[src/common/isr_consts.vh]
// constants for the instrument status reporting register bank
`ifndef ISR_CONSTS_VH
`define ISR_CONSTS_VH
// register select codes on the access port
`define ISR_SEL_W 3
`define ISR_SEL_SEV 3'h0
`define ISR_SEL_SEN 3'h1
`define ISR_SEL_OCON 3'h2
`define ISR_SEL_NFLT 3'h3
`define ISR_SEL_PFLT 3'h4
`define ISR_SEL_OEV 3'h5
`define ISR_SEL_OEN 3'h6
// event status bit positions
`define ISR_SEV_DONE 0
`define ISR_SEV_CTRL 1
`define ISR_SEV_QERR 2
`define ISR_SEV_DERR 3
`define ISR_SEV_XERR 4
`define ISR_SEV_CERR 5
`define ISR_SEV_LKEY 6
`define ISR_SEV_PWR 7
// operation condition bit positions
`define ISR_OC_IQCAL 0
`define ISR_OC_SETTLE 1
`define ISR_OC_SWEEP 3
`define ISR_OC_MEAS 4
`define ISR_OC_WTRIG 5
// error number class bounds
`define ISR_QERR_LO (-16'sd499)
`define ISR_QERR_HI (-16'sd400)
`define ISR_DERR_LO (-16'sd399)
`define ISR_DERR_HI (-16'sd300)
`define ISR_DERR_PLO 16'sd1
`define ISR_DERR_PHI 16'sd32767
`define ISR_XERR_LO (-16'sd299)
`define ISR_XERR_HI (-16'sd200)
`define ISR_CERR_LO (-16'sd199)
`define ISR_CERR_HI (-16'sd100)
// reset values
`define ISR_RST8 8'h00
`define ISR_RST16 16'h0000
`define ISR_PFLT_RST 16'h7FFF
`define ISR_SEV_PWR_RST 8'h80
// upper byte of an 8-bit register on the 16-bit read path
`define ISR_HI_PAD 8'h00
`endif

[src/rtl/isr_status_bank.v]
// status reporting register bank: standard event and operation status groups
`include "isr_consts.vh"
`default_nettype none
module isr_status_bank (
  input wire CLK_SYS_I,
  input wire RST_N_I,
  // register access port, one access per strobe
  input wire [`ISR_SEL_W-1:0] REG_SEL_I,
  input wire REG_WR_I,
  input wire REG_RD_I,
  input wire [15:0] REG_WDATA_I,
  output reg [15:0] REG_RDATA_O,
  output reg REG_RVALID_O,
  // commands from the command parser
  input wire CLS_I,
  input wire OPC_DONE_I,
  input wire SUPPRESS_I,
  input wire RESUME_I,
  // error logging: number of a newly logged error
  input wire ERR_LOG_I,
  input wire signed [15:0] ERR_NUM_I,
  input wire LOCAL_KEY_I,
  // live instrument state
  input wire IQ_PRESENT_I,
  input wire BERT_OPTION_I,
  input wire IQ_CAL_I,
  input wire SETTLING_I,
  input wire SWEEPING_I,
  input wire BERT_RUN_I,
  input wire WAIT_TRIG_I,
  // summaries for the status byte
  output reg ESB_SUMMARY_O,
  output reg OPER_SUMMARY_O
);

reg [7:0] sev_reg;
reg [7:0] sev_next;
reg [7:0] sen_reg;
reg [15:0] ocon_reg;
reg [15:0] ocon_prev_reg;
reg [15:0] nflt_reg;
reg [15:0] pflt_reg;
reg [15:0] oev_reg;
wire [15:0] oev_next;
reg [15:0] oen_reg;
reg supp_reg;
reg [15:0] ocon_next;
wire [15:0] trans;

wire rd_sev = REG_RD_I && (REG_SEL_I == `ISR_SEL_SEV);
wire rd_oev = REG_RD_I && (REG_SEL_I == `ISR_SEL_OEV);

// error class decode on the logged number
wire err_q = ERR_LOG_I && ERR_NUM_I >= `ISR_QERR_LO && ERR_NUM_I <= `ISR_QERR_HI;
wire err_d = ERR_LOG_I && ((ERR_NUM_I >= `ISR_DERR_LO && ERR_NUM_I <= `ISR_DERR_HI) ||
  (ERR_NUM_I >= `ISR_DERR_PLO && ERR_NUM_I <= `ISR_DERR_PHI));
wire err_x = ERR_LOG_I && ERR_NUM_I >= `ISR_XERR_LO && ERR_NUM_I <= `ISR_XERR_HI;
wire err_c = ERR_LOG_I && ERR_NUM_I >= `ISR_CERR_LO && ERR_NUM_I <= `ISR_CERR_HI;

always @* begin
  sev_next = sev_reg;
  // clearing by read or clear-status loses to a new event in the same cycle
  if (rd_sev || CLS_I) begin
    sev_next = `ISR_RST8;
  end
  if (OPC_DONE_I) begin
    sev_next[`ISR_SEV_DONE] = 1'b1;
  end
  if (err_q) begin
    sev_next[`ISR_SEV_QERR] = 1'b1;
  end
  if (err_d) begin
    sev_next[`ISR_SEV_DERR] = 1'b1;
  end
  if (err_x) begin
    sev_next[`ISR_SEV_XERR] = 1'b1;
  end
  if (err_c) begin
    sev_next[`ISR_SEV_CERR] = 1'b1;
  end
  if (LOCAL_KEY_I) begin
    sev_next[`ISR_SEV_LKEY] = 1'b1;
  end
  sev_next[`ISR_SEV_CTRL] = 1'b0;
end

always @* begin
  ocon_next = `ISR_RST16;
  ocon_next[`ISR_OC_IQCAL] = IQ_CAL_I & IQ_PRESENT_I;
  ocon_next[`ISR_OC_SETTLE] = SETTLING_I;
  ocon_next[`ISR_OC_SWEEP] = SWEEPING_I;
  ocon_next[`ISR_OC_MEAS] = BERT_RUN_I & BERT_OPTION_I;
  ocon_next[`ISR_OC_WTRIG] = WAIT_TRIG_I;
  // remaining bits stay zero
end

// per-bit transition detect and latch; a set beats a clear in one cycle
genvar gi;
generate
  for (gi = 0; gi < 16; gi = gi + 1) begin : g_trans
    assign trans[gi] = (pflt_reg[gi] & ~ocon_prev_reg[gi] & ocon_reg[gi]) |
      (nflt_reg[gi] & ocon_prev_reg[gi] & ~ocon_reg[gi]);
    assign oev_next[gi] = (trans[gi] & ~supp_reg) | (oev_reg[gi] & ~(rd_oev | CLS_I));
  end
endgenerate

always @(posedge CLK_SYS_I) begin
  if (!RST_N_I) begin
    // power-on reset is the power cycle
    sev_reg <= `ISR_SEV_PWR_RST;
    sen_reg <= `ISR_RST8;
    ocon_reg <= `ISR_RST16;
    ocon_prev_reg <= `ISR_RST16;
    nflt_reg <= `ISR_RST16;
    pflt_reg <= `ISR_PFLT_RST;
    oev_reg <= `ISR_RST16;
    oen_reg <= `ISR_RST16;
    supp_reg <= 1'b0;
    REG_RDATA_O <= `ISR_RST16;
    REG_RVALID_O <= 1'b0;
    ESB_SUMMARY_O <= 1'b0;
    OPER_SUMMARY_O <= 1'b0;
  end else begin
    sev_reg <= sev_next;
    oev_reg <= oev_next;
    if (SUPPRESS_I) begin
      supp_reg <= 1'b1;
    end else if (RESUME_I) begin
      supp_reg <= 1'b0;
    end
    // suppressed group is frozen, saving the maintenance work
    if (!supp_reg) begin
      ocon_reg <= ocon_next;
      ocon_prev_reg <= ocon_reg;
    end
    if (REG_WR_I) begin
      case (REG_SEL_I)
        `ISR_SEL_SEN: sen_reg <= REG_WDATA_I[7:0];
        `ISR_SEL_NFLT: nflt_reg <= REG_WDATA_I;
        `ISR_SEL_PFLT: pflt_reg <= REG_WDATA_I;
        `ISR_SEL_OEN: oen_reg <= REG_WDATA_I;
        // condition, event status and operation event ignore writes
        default: sen_reg <= sen_reg;
      endcase
    end
    REG_RVALID_O <= REG_RD_I;
    if (REG_RD_I) begin
      case (REG_SEL_I)
        `ISR_SEL_SEV: REG_RDATA_O <= {`ISR_HI_PAD, sev_reg};
        `ISR_SEL_SEN: REG_RDATA_O <= {`ISR_HI_PAD, sen_reg};
        `ISR_SEL_OCON: REG_RDATA_O <= ocon_reg;
        `ISR_SEL_NFLT: REG_RDATA_O <= nflt_reg;
        `ISR_SEL_PFLT: REG_RDATA_O <= pflt_reg;
        `ISR_SEL_OEV: REG_RDATA_O <= oev_reg;
        `ISR_SEL_OEN: REG_RDATA_O <= oen_reg;
        default: REG_RDATA_O <= `ISR_RST16;
      endcase
    end
    // computed from next event values so the summary follows an event within one edge, an enable write one edge later
    ESB_SUMMARY_O <= |(sev_next & sen_reg);
    OPER_SUMMARY_O <= |(oev_next & oen_reg);
  end
end

endmodule // isr_status_bank
`default_nettype wire

[config.mk]
export PLATFORM = sky130hd
export DESIGN_NAME = isr_status_bank
export DESIGN_NICKNAME = d
export VERILOG_FILES = /design/src/rtl/isr_status_bank.v
export VERILOG_INCLUDE_DIRS = /design/src /design/src/common
export SDC_FILE = /design/constraint.sdc
export NUM_CORES = 1
export LEC_CHECK = 0
export ABC_AREA = 1
export BUFFER_PORTS_ARGS = -buffer_cell sky130_fd_sc_hd__buf_4
export CAP_MARGIN = 20
export CORE_UTILIZATION = 25
export DETAILED_ROUTE_END_ITERATION = 12
export PLACE_DENSITY = 0.4
export RECOVER_POWER = 50
export SLEW_MARGIN = 20
export SYNTH_ARGS = -nofsm -noshare
export SYNTH_HDL_FRONTEND = slang
export SYNTH_SLANG_ARGS = --single-unit
[constraint.sdc]
create_clock -name CLK_SYS_I -period 1.7 [get_ports CLK_SYS_I]
set_clock_uncertainty 0.15 [all_clocks]
set_input_delay 0.255 -clock CLK_SYS_I [delete_from_list [all_inputs] [get_ports CLK_SYS_I]]
set_output_delay 0.255 -clock CLK_SYS_I [all_outputs]
set_load 0.005 [all_outputs]
==> flow_summary_export.csv, run 1 <==
group,metric,value,unit
setup_path,crit_type,"primary input to flip-flop",
layout,num-fill-cells,2027,
min_path,hp-start,"REG_WDATA_I[4]",
setup_path,worst_path_max_delay_cell,"o21ai_0",
setup_path,reg2reg_from,"oev_reg[1]",
clock_tree,cts_root_buf,"clkbuf_16",
synth,yosys_warnings,0,
setup_path,cpMostUsedCell,"buf_4",
min_path,min_path_type,"primary input to flip-flop",
power_and_ir_drop,p_per_area,879,nW/um2
setup_path,crit_start,"REG_SEL_I[1]",
timing,rsz0062_at_grt,"false",
timing,slew_headroom,0.416,
floorplanning,dieArea,19800,um2
global_routing,grt.overflow.total,0,
layout,final_cell_mix,"nand2_1, dfxtp_1, buf_4, inv_1, a21oi_1",
setup_path,crit_chain,"buf_4 > buf_4 > nand3_1 > buf_4 > o221ai_1 > o21ai_0 > buf_4 > a21oi_1",
setup_path,crit_path_end_kind,"flip-flop",
layout,diodes,0,
clock_tree,clk_latency,360,ps
clock_tree,cts_resized,0,
synth,synth_nets,732,
timing,setup_tns,0,ps
clock_tree,cts_tree,"built",
floorplanning,start_util,0.256,
clock_tree,cts.sinks,109,
min_path,holdPathStages,3,
floorplanning,rows,50,
layout,multi_input_area,2120,um2
timing,fin_ws,74.3,ps
layout,drive_gt1_frac,0.172,
timing,final_max_slew_viol_count,0,
job,drv_cap,0,
timing,worstMarginPinSlew,875,ps
detailed_routing,dr.pass1.iters,5,
timing,finalCritPeriodShare,0.956,
detailed_routing,wl_per_cell,15.2,um
global_routing,track_usage,0.168,
setup_path,crit_path_max_fanout,9,
detailed_routing,antenna_left,0,
power_and_ir_drop,leakage,2.71,nW
global_routing,grt_max_degree,50,
timing,hold_viol_final,0,
power_and_ir_drop,irDropWorstVdd,0.480,mV
placed_design,post-place-ws,-256,ps
timing,max_freq,615,MHz
global_routing,antenna_found_initial,0,
setup_path,worstSetupStartpointType,"primary input",
layout,final_common_cell,"nand2_1",
detailed_routing,route.detailed.drc,0,
setup_path,reg2reg_depth,7,
synth,yosysUniqueCellTypes,26,
synth,seq_area_frac_synth,0.454,
detailed_routing,drt-initial-drc-count,308,
detailed_routing,vias,4854,
timing,setup_viol,0,
floorplanning,core,18800,um2
setup_path,cp.arrival,1700,ps
layout,area_delta_synth_final,33.0,%
setup_path,cp_slowest_stage_delay,400,ps
floorplanning,io_pins,71,
synth,syn_avg_cell_area,7.06,um2
floorplanning,die_h,141,um
run_status,status,"completed",
setup_path,crit_required,1780,ps
clock_tree,clkTransAtPathRegs,70,ps
timing,period_minus_slack,1630,ps
synth,syn-cell-area,4800,um2
detailed_routing,routed_wl,15700,um
placed_design,dp_hpwl,11700,um
clock_tree,numCtsBuffers,9,
placed_design,port_buffers,70,
clock_tree,htree_levels,3,
detailed_routing,via_per_inst,4.69,
global_routing,grt_pass1_vias,4563,
global_routing,grt_pass1_wl,25300,um
placed_design,place.gp.congestion,0.823,
layout,regArea,2180,um2
floorplanning,dieWidth,141,um
synth,ys_seq_elements,109,
synth,synthCells,680,
clock_tree,cts_buffer_depth,2,
layout,nNetsFinal,848,
[repair_timing]
action                                 CTS  global route
endpoints found under the hold margin   17             0
setup buffers                            0             0
hold buffers                            16             0
[synth_stat cells]
master / instances / area, um2
or2_2: 1 / 6.26
inv_2: 2 / 7.51
buf_1: 1 / 3.75
a21oi_1: 80 / 400
clkbuf_1: 23 / 86.3
nand2_1: 125 / 469
nor2_4: 1 / 11.3
a211oi_1: 3 / 22.5
inv_1: 93 / 349
clkinv_1: 1 / 3.75
a21boi_0: 1 / 7.51
o221ai_1: 1 / 8.76
nand4_1: 3 / 18.8
o31ai_1: 8 / 60.1
buf_2: 8 / 40.0
dfxtp_1: 109 / 2180
nor3_1: 11 / 55.1
o21ai_0: 73 / 365
o21bai_1: 2 / 15.0
o22ai_1: 26 / 163
nand3_1: 33 / 165
buf_6: 1 / 11.3
nand2_2: 1 / 6.26
a31oi_1: 1 / 6.26
nor2_1: 54 / 203
o211ai_1: 18 / 135
[routing by layer]
metal,GRT usage,share of wire
met5,0,0
met4,0.0538,0.015
met3,0.0302,0.054
met2,0.244,0.42
met1,0.248,0.51
[final timing paths]
kind | to | slack [ps]
max | REG_RDATA_O[1] | 70
min | pflt_reg[4] | 10
max reg2reg | REG_RDATA_O[1] | 120
min reg2reg | nflt_reg[6] | 300
[power breakdown]
part	internal (mW)	leakage, nW	switching (mW)
combinational	0.300	1.67	0.390
clock	1.23	0.149	0.997
sequential	2.65	0.889	0.0469
[kinds of logic after synthesis]
family,after synthesis,share of synthesized area
AOI/OAI and AO/OA,213,0.246
buffers and inverters,129,0.104
DFF,109,0.454
and+or+nand+nor,229,0.195
[per-stage QoR]
step                      area, um2  instances  total power [mW]  hold WS, ps   util
after floorplan                4800        680              3.06          226      -
after global placement         5930       1003              3.42          288  0.316
after detailed placement       5930       1003              3.43          292  0.316
after CTS                      6410       1035              5.70         3.15  0.341
after global routing           6390       1035              5.90         15.4  0.340
final                          6390       1035              5.62         12.7  0.340
[area by class of cell]
class	instances	share of cell area
sequential	109	0.342
multi-input combinational	442	0.332
timing repair buffer	138	0.175
inverter	96	0.0564
tap	234	0.0458
clock buffer	12	0.0402
clock inverter	4	0.00862
[critical path: cells and delay by family]
| family | cells | cell delay (ps) |
|---|---|---|
| buf+inv | 4 | 680 |
| compound gates | 3 | 570 |
| simple gates | 1 | 180 |
Note: power is estimated with default switching activity, not from simulation.
==> inputs of run 2 (changes only) <==
Settings changed: ABC_AREA 1 to unset, CORE_UTILIZATION 25 to 44, PLACE_DENSITY 0.4 to 0.63.
==> flow_summary_export.csv, run 2 <==
group,metric,value,unit
detailed_routing,via_per_inst,5.54,
floorplanning,dieWidth,110,um
synth,ys_seq_elements,109,
synth,syn-cell-area,5110,um2
floorplanning,dieArea,12000,um2
job,drv_cap,0,
setup_path,cp.arrival,1740,ps
power_and_ir_drop,power,5.31,mW
synth,synth_area_leaders,"dfxtp_1, nand2_1, a21boi_0, mux2i_1, nor2b_1",
detailed_routing,route.detailed.drc,0,
setup_path,crit_required,1790,ps
setup_path,cp_slowest_stage_delay,440,ps
detailed_routing,routed_wl,14500,um
layout,num-fill-cells,1016,
floorplanning,core,11100,um2
synth,yosysUniqueCellTypes,64,
synth,synth_fa_ha_area_frac,0,
synth,synth_top_family_by_area,"simple AND/OR/NAND/NOR gates",
synth,synthCells,586,
layout,final_cells,848,
synth,netlist_top_cells_count,"nand2_1, dfxtp_1, a21boi_0, nand3_1, nor2b_1",
synth,yosys.area_share.simple,0.240,
floorplanning,rows,38,
synth,synth_nets,638,
clock_tree,clk_latency,350,ps
synth,seq_area_frac_synth,0.427,
synth,synth_edf_count,0,
layout,drive_gt1_frac,0.247,
power_and_ir_drop,p_per_area,814,nW/um2
run_status,status,"completed",
floorplanning,start_util,0.461,
floorplanning,io_pins,71,
setup_path,crit_path_max_fanout,2,
synth,synth_ff_type,"dfxtp_1",
clock_tree,numCtsBuffers,9,
setup_path,worstSetupStartpointType,"flip-flop",
synth,syn_avg_cell_area,8.72,um2
setup_path,crit_type,"flip-flop to flip-flop",
clock_tree,htree_levels,3,
detailed_routing,drt-initial-drc-count,286,
timing,max_freq,608,MHz
timing,worstMarginPinSlew,775,ps
placed_design,dp_cells,826,
timing,fin_ws,54.5,ps
timing,setup_viol,0,
layout,final_common_cell,"nand2_1",
placed_design,port_buffers,70,
synth,yosys_warnings,0,
placed_design,dp_hpwl,10600,um
synth,synth_most_common_cell,"nand2_1",
placed_design,place.gp.congestion,0.873,
timing,period_minus_slack,1650,ps
layout,area_delta_synth_final,27.8,%
timing,rsz0062_at_grt,"false",
timing,final_max_slew_viol_count,0,
timing,hold_viol_final,0,
setup_path,crit_path_end_kind,"flip-flop",
setup_path,crit_chain,"a222oi_1 > nand3_1 > o2bb2ai_2 > o31a_1",
detailed_routing,wl_per_cell,17.1,um
detailed_routing,vias,4696,
detailed_routing,antenna_left,0,
layout,nNetsFinal,756,
global_routing,track_usage,0.253,
clock_tree,clkTransAtPathRegs,70,ps
global_routing,grt_max_degree,68,
floorplanning,die_h,110,um
min_path,min_path_type,"primary input to flip-flop",
clock_tree,cts.sinks,109,
synth,synthArstFlopShare,0,
synth,synth_top_cell_area_share,0.427,
clock_tree,cts_root_buf,"clkbuf_16",
synth,synth_compound_area_frac,0.212,
clock_tree,cts_buffer_depth,2,
power_and_ir_drop,irDropWorstVdd,0.613,mV
power_and_ir_drop,leakage,2.61,nW
global_routing,grt_pass1_vias,4625,
layout,diodes,0,
layout,final_cell_mix,"nand2_1, dfxtp_1, buf_4, a21boi_0, nand3_1",
synth,yosys.area.top_type,"dfxtp_1",
global_routing,antenna_found_initial,0,
detailed_routing,dr.pass1.iters,4,
timing,setup_tns,0,ps
setup_path,worst_path_max_delay_cell,"a222oi_1",
global_routing,grt.overflow.total,0,
timing,finalCritPeriodShare,0.968,
clock_tree,cts_tree,"built",
synth,synth.area.mux_share,0.0671,
timing,slew_headroom,0.483,
synth,synthXorXnorAreaFrac,0,
placed_design,post-place-ws,-212,ps
global_routing,grt_pass1_wl,22900,um
-- run 2: changes by cell type after synthesis, moves of 14 or more --
cell / delta
inv_1: -74
o21ai_0: -69
a21oi_1: -60
nor2_1: -46
a21boi_0: +29
nor2b_1: +22
o211ai_1: -17
o22ai_1: -15
a22oi_1: +14
and2_1: +14
mux2i_1: +14
-- run 2: final cells by class --
type,instances,area [um2],area share
clock inverter,5,36.3,0.00556
sequential,109,2180,0.335
multi-input combinational,419,2670,0.408
inverter,19,71.3,0.0109
timing repair buffer,146,1170,0.179
clock buffer,10,229,0.0351
tap,140,175,0.0268
-- run 2: layer usage --
metal	track usage	wire, um	vias to the layer above
li1	-	-	2298
met3	0.0421	528	26
met4	0.107	399	0
met5	0	0	-
met2	0.453	7210	117
met1	0.297	6340	2255
-- run 2: final timing paths --
path                     from              to  slack (ps)  depth (start not counted)
hold / removal     OPC_DONE_I      sev_reg[0]           6                          3
setup reg to reg   oen_reg[6]  OPER_SUMMARY_O          50                          4
setup / recovery   oen_reg[6]  OPER_SUMMARY_O          50                          4
hold reg to reg   nflt_reg[7]     nflt_reg[7]         310                          2
-- run 2: logic make-up after synthesis --
logic type | count (synthesis)
DFF | 109
and+or+nand+nor | 247
buffers and inverters | 58
muxes | 29
AOI/OAI and AO/OA | 143
-- run 2: through the flow --
stage / utilization / cell area [um2] / hold slack (ps)
6_report: 0.589 / 6530 / 5.79
2_1_floorplan: - / 5110 / 229
4_1_cts: 0.594 / 6580 / 4.70
3_3_place_gp: 0.561 / 6220 / 294
5_1_grt: 0.589 / 6530 / 5.79
3_5_place_dp: 0.561 / 6220 / 296
-- run 2: repair_timing --
action / in CTS / in global routing
gates resized for setup: 6 / 1
pin swaps: 6 / 1
hold buffers: 8 / 0
hold endpoints to repair: 8 / 0
setup buffers: 0 / 0
setup endpoints to repair: 2 / 2
-- run 2: report_power, final --
part           switching (mW)  internal [mW]
Sequential             0.0554           2.63
Combinational           0.346          0.354
Clock                   0.943          0.989
Total                    1.34           3.97
-- run 2: worst max-delay path, delay by kind of cell (launching register included) --
kind            cells  cell delay (ps)
compound gates      3              850
flops               1              320
simple gates        1              220
==> inputs of run 3 (changes only) <==
Settings changed: CORE_UTILIZATION 44 to 25, PLACE_DENSITY 0.63 to 0.4.
==> flow_summary_export.csv, run 3 (synthesis gave the netlist of run 2 again) <==
group,metric,value,unit
global_routing,track_usage,0.163,
power_and_ir_drop,seq_power_share,0.474,
min_path,hp-start,"REG_WDATA_I[1]",
floorplanning,die_h,145,um
power_and_ir_drop,p_per_area,818,nW/um2
setup_path,reg2reg_depth,5,
power_and_ir_drop,sw_frac_of_total,0.258,
floorplanning,io_pins,71,
placed_design,post-place-ws,-264,ps
timing,rsz0062_at_grt,"false",
clock_tree,cts_buffer_depth,2,
clock_tree,clkTransAtPathRegs,80,ps
power_and_ir_drop,power,5.65,mW
floorplanning,core,19700,um2
global_routing,grt_pass1_wl,26400,um
timing,hold_viol_final,0,
layout,diodes,0,
timing,final_max_slew_viol_count,0,
setup_path,crit_type,"flip-flop to flip-flop",
placed_design,dp_hpwl,12100,um
detailed_routing,routed_wl,16700,um
power_and_ir_drop,combPwrFrac,0.130,
layout,drive_gt1_frac,0.274,
detailed_routing,dr.pass1.iters,5,
setup_path,worstSetupStartpointType,"flip-flop",
clock_tree,cts_root_buf,"clkbuf_16",
floorplanning,start_util,0.259,
setup_path,crit_family,"compound AO/OA/AOI/OAI gates",
detailed_routing,route.detailed.drc,0,
timing,fin_ws,107,ps
power_and_ir_drop,clock_power_share,0.396,
setup_path,crit_path_end_kind,"flip-flop",
layout,nNetsFinal,773,
setup_path,cp.arrival,1690,ps
floorplanning,dieWidth,145,um
clock_tree,numCtsBuffers,9,
setup_path,crit_path_max_fanout,2,
job,drv_cap,0,
timing,finalCritPeriodShare,0.937,
clock_tree,clk_latency,370,ps
setup_path,crit_chain,"a22o_1 > a221oi_2 > nand3_2 > o2bb2ai_2 > o31a_1",
timing,period_minus_slack,1590,ps
setup_path,cp_num_buf_inv,0,
setup_path,r2r_end,"OPER_SUMMARY_O",
power_and_ir_drop,power.switching,1.46,mW
global_routing,grt_max_degree,110,
detailed_routing,drt-initial-drc-count,188,
setup_path,crit_required,1800,ps
timing,slew_headroom,0.598,
run_status,status,"completed",
global_routing,grt_pass1_vias,4640,
timing,max_freq,628,MHz
floorplanning,dieArea,21000,um2
floorplanning,rows,51,
global_routing,grt.overflow.total,0,
setup_path,reg2reg_from,"oev_reg[7]",
setup_path,reg2reg_slack,110,ps
placed_design,place_area,6440,um2
detailed_routing,antenna_left,0,
min_path,holdPathStages,3,
layout,post-route-cell-area,6910,um2
layout,final_cell_mix,"nand2_1, buf_4, dfxtp_1, a21boi_0, nand3_1",
layout,area_delta_synth_final,35.2,%
placed_design,place.gp.congestion,0.789,
timing,setup_viol,0,
detailed_routing,wl_per_cell,16.9,um
clock_tree,cts.sinks,109,
placed_design,port_buffers,70,
power_and_ir_drop,cell_internal_pwr,4.20,mW
min_path,min_path_type,"primary input to flip-flop",
clock_tree,htree_levels,3,
power_and_ir_drop,irDropWorstVdd,0.557,mV
timing,hold_slack,12.2,ps
timing,worstMarginPinSlew,601,ps
layout,finish.utilization,0.350,
detailed_routing,vias,4633,
detailed_routing,via_per_inst,4.68,
layout,final_common_cell,"nand2_1",
global_routing,antenna_found_initial,0,
clock_tree,cts_tree,"built",
setup_path,cp_slowest_stage_delay,340,ps
power_and_ir_drop,leakage,2.75,nW
min_path,whs_endpoint,"pflt_reg[1]",
setup_path,worst_path_max_delay_cell,"dfxtp_2",
run 3: final cells by class:
class                           instances  area, um2
Tap cell                              265        332
Inverter                               19       71.3
Clock inverter                          6       68.8
Clock buffer                           10        239
Fill cell                            2061      12800
Sequential cell                       109       2190
Multi-Input combinational cell        419       2690
Timing Repair Buffer                  163       1330
run 3: power groups by stage:
stage	sequential [mW]	clock, mW	combinational [mW]
2_1_floorplan	2.72	0	0.352
3_3_place_gp	2.74	0	0.722
3_5_place_dp	2.74	0	0.727
4_1_cts	2.68	2.29	0.757
5_1_grt	2.69	2.37	0.806
6_report	2.68	2.24	0.738
run 3: worst register-to-register path: cells and delay by family, from the launching register on:
family,cells,cell delay [ps]
AND/OR/NAND/NOR,1,160
flip-flops,1,340
AO/OA/AOI/OAI,4,830
run 3: worst max-delay path by stage:
| stage | slack, ps | cells after the start | to | startpoint |
|---|---|---|---|---|
| floorplan | 30 | 6 | REG_RDATA_O[5] | REG_SEL_I[0] |
| finish | 110 | 5 | OPER_SUMMARY_O | oev_reg[7] |
| detailed placement | -260 | 7 | REG_RDATA_O[0] | REG_SEL_I[0] |
| global placement | -240 | 7 | REG_RDATA_O[0] | REG_SEL_I[0] |
| CTS | 6 | 6 | REG_RDATA_O[7] | oev_reg[7] |
| global route | 5 | 6 | REG_RDATA_O[2] | oev_reg[2] |
run 3: layer usage:
layer  up-vias  global-route usage  wire (um)
li1       2335                   -          -
met1      2218               0.210       8100
met2        65               0.276       8000
met3        15              0.0286        387
met4         0              0.0495        234
met5         -                   0          0
run 3: through the flow:
stage | setup TNS (ps) | cells
2_1_floorplan | 0 | 586
3_3_place_gp | -3590 | 962
3_5_place_dp | -4870 | 962
4_1_cts | 0 | 992
5_1_grt | 0 | 991
6_report | 0 | 991
run 3: repair_timing:
action                                 CTS  global route
pin swaps                                1             8
hold buffers                            14             0
resized for setup                        5             8
gates cloned                             0             0
setup endpoints to repair                2             5
endpoints found under the hold margin   20             0
setup buffers                            0             1
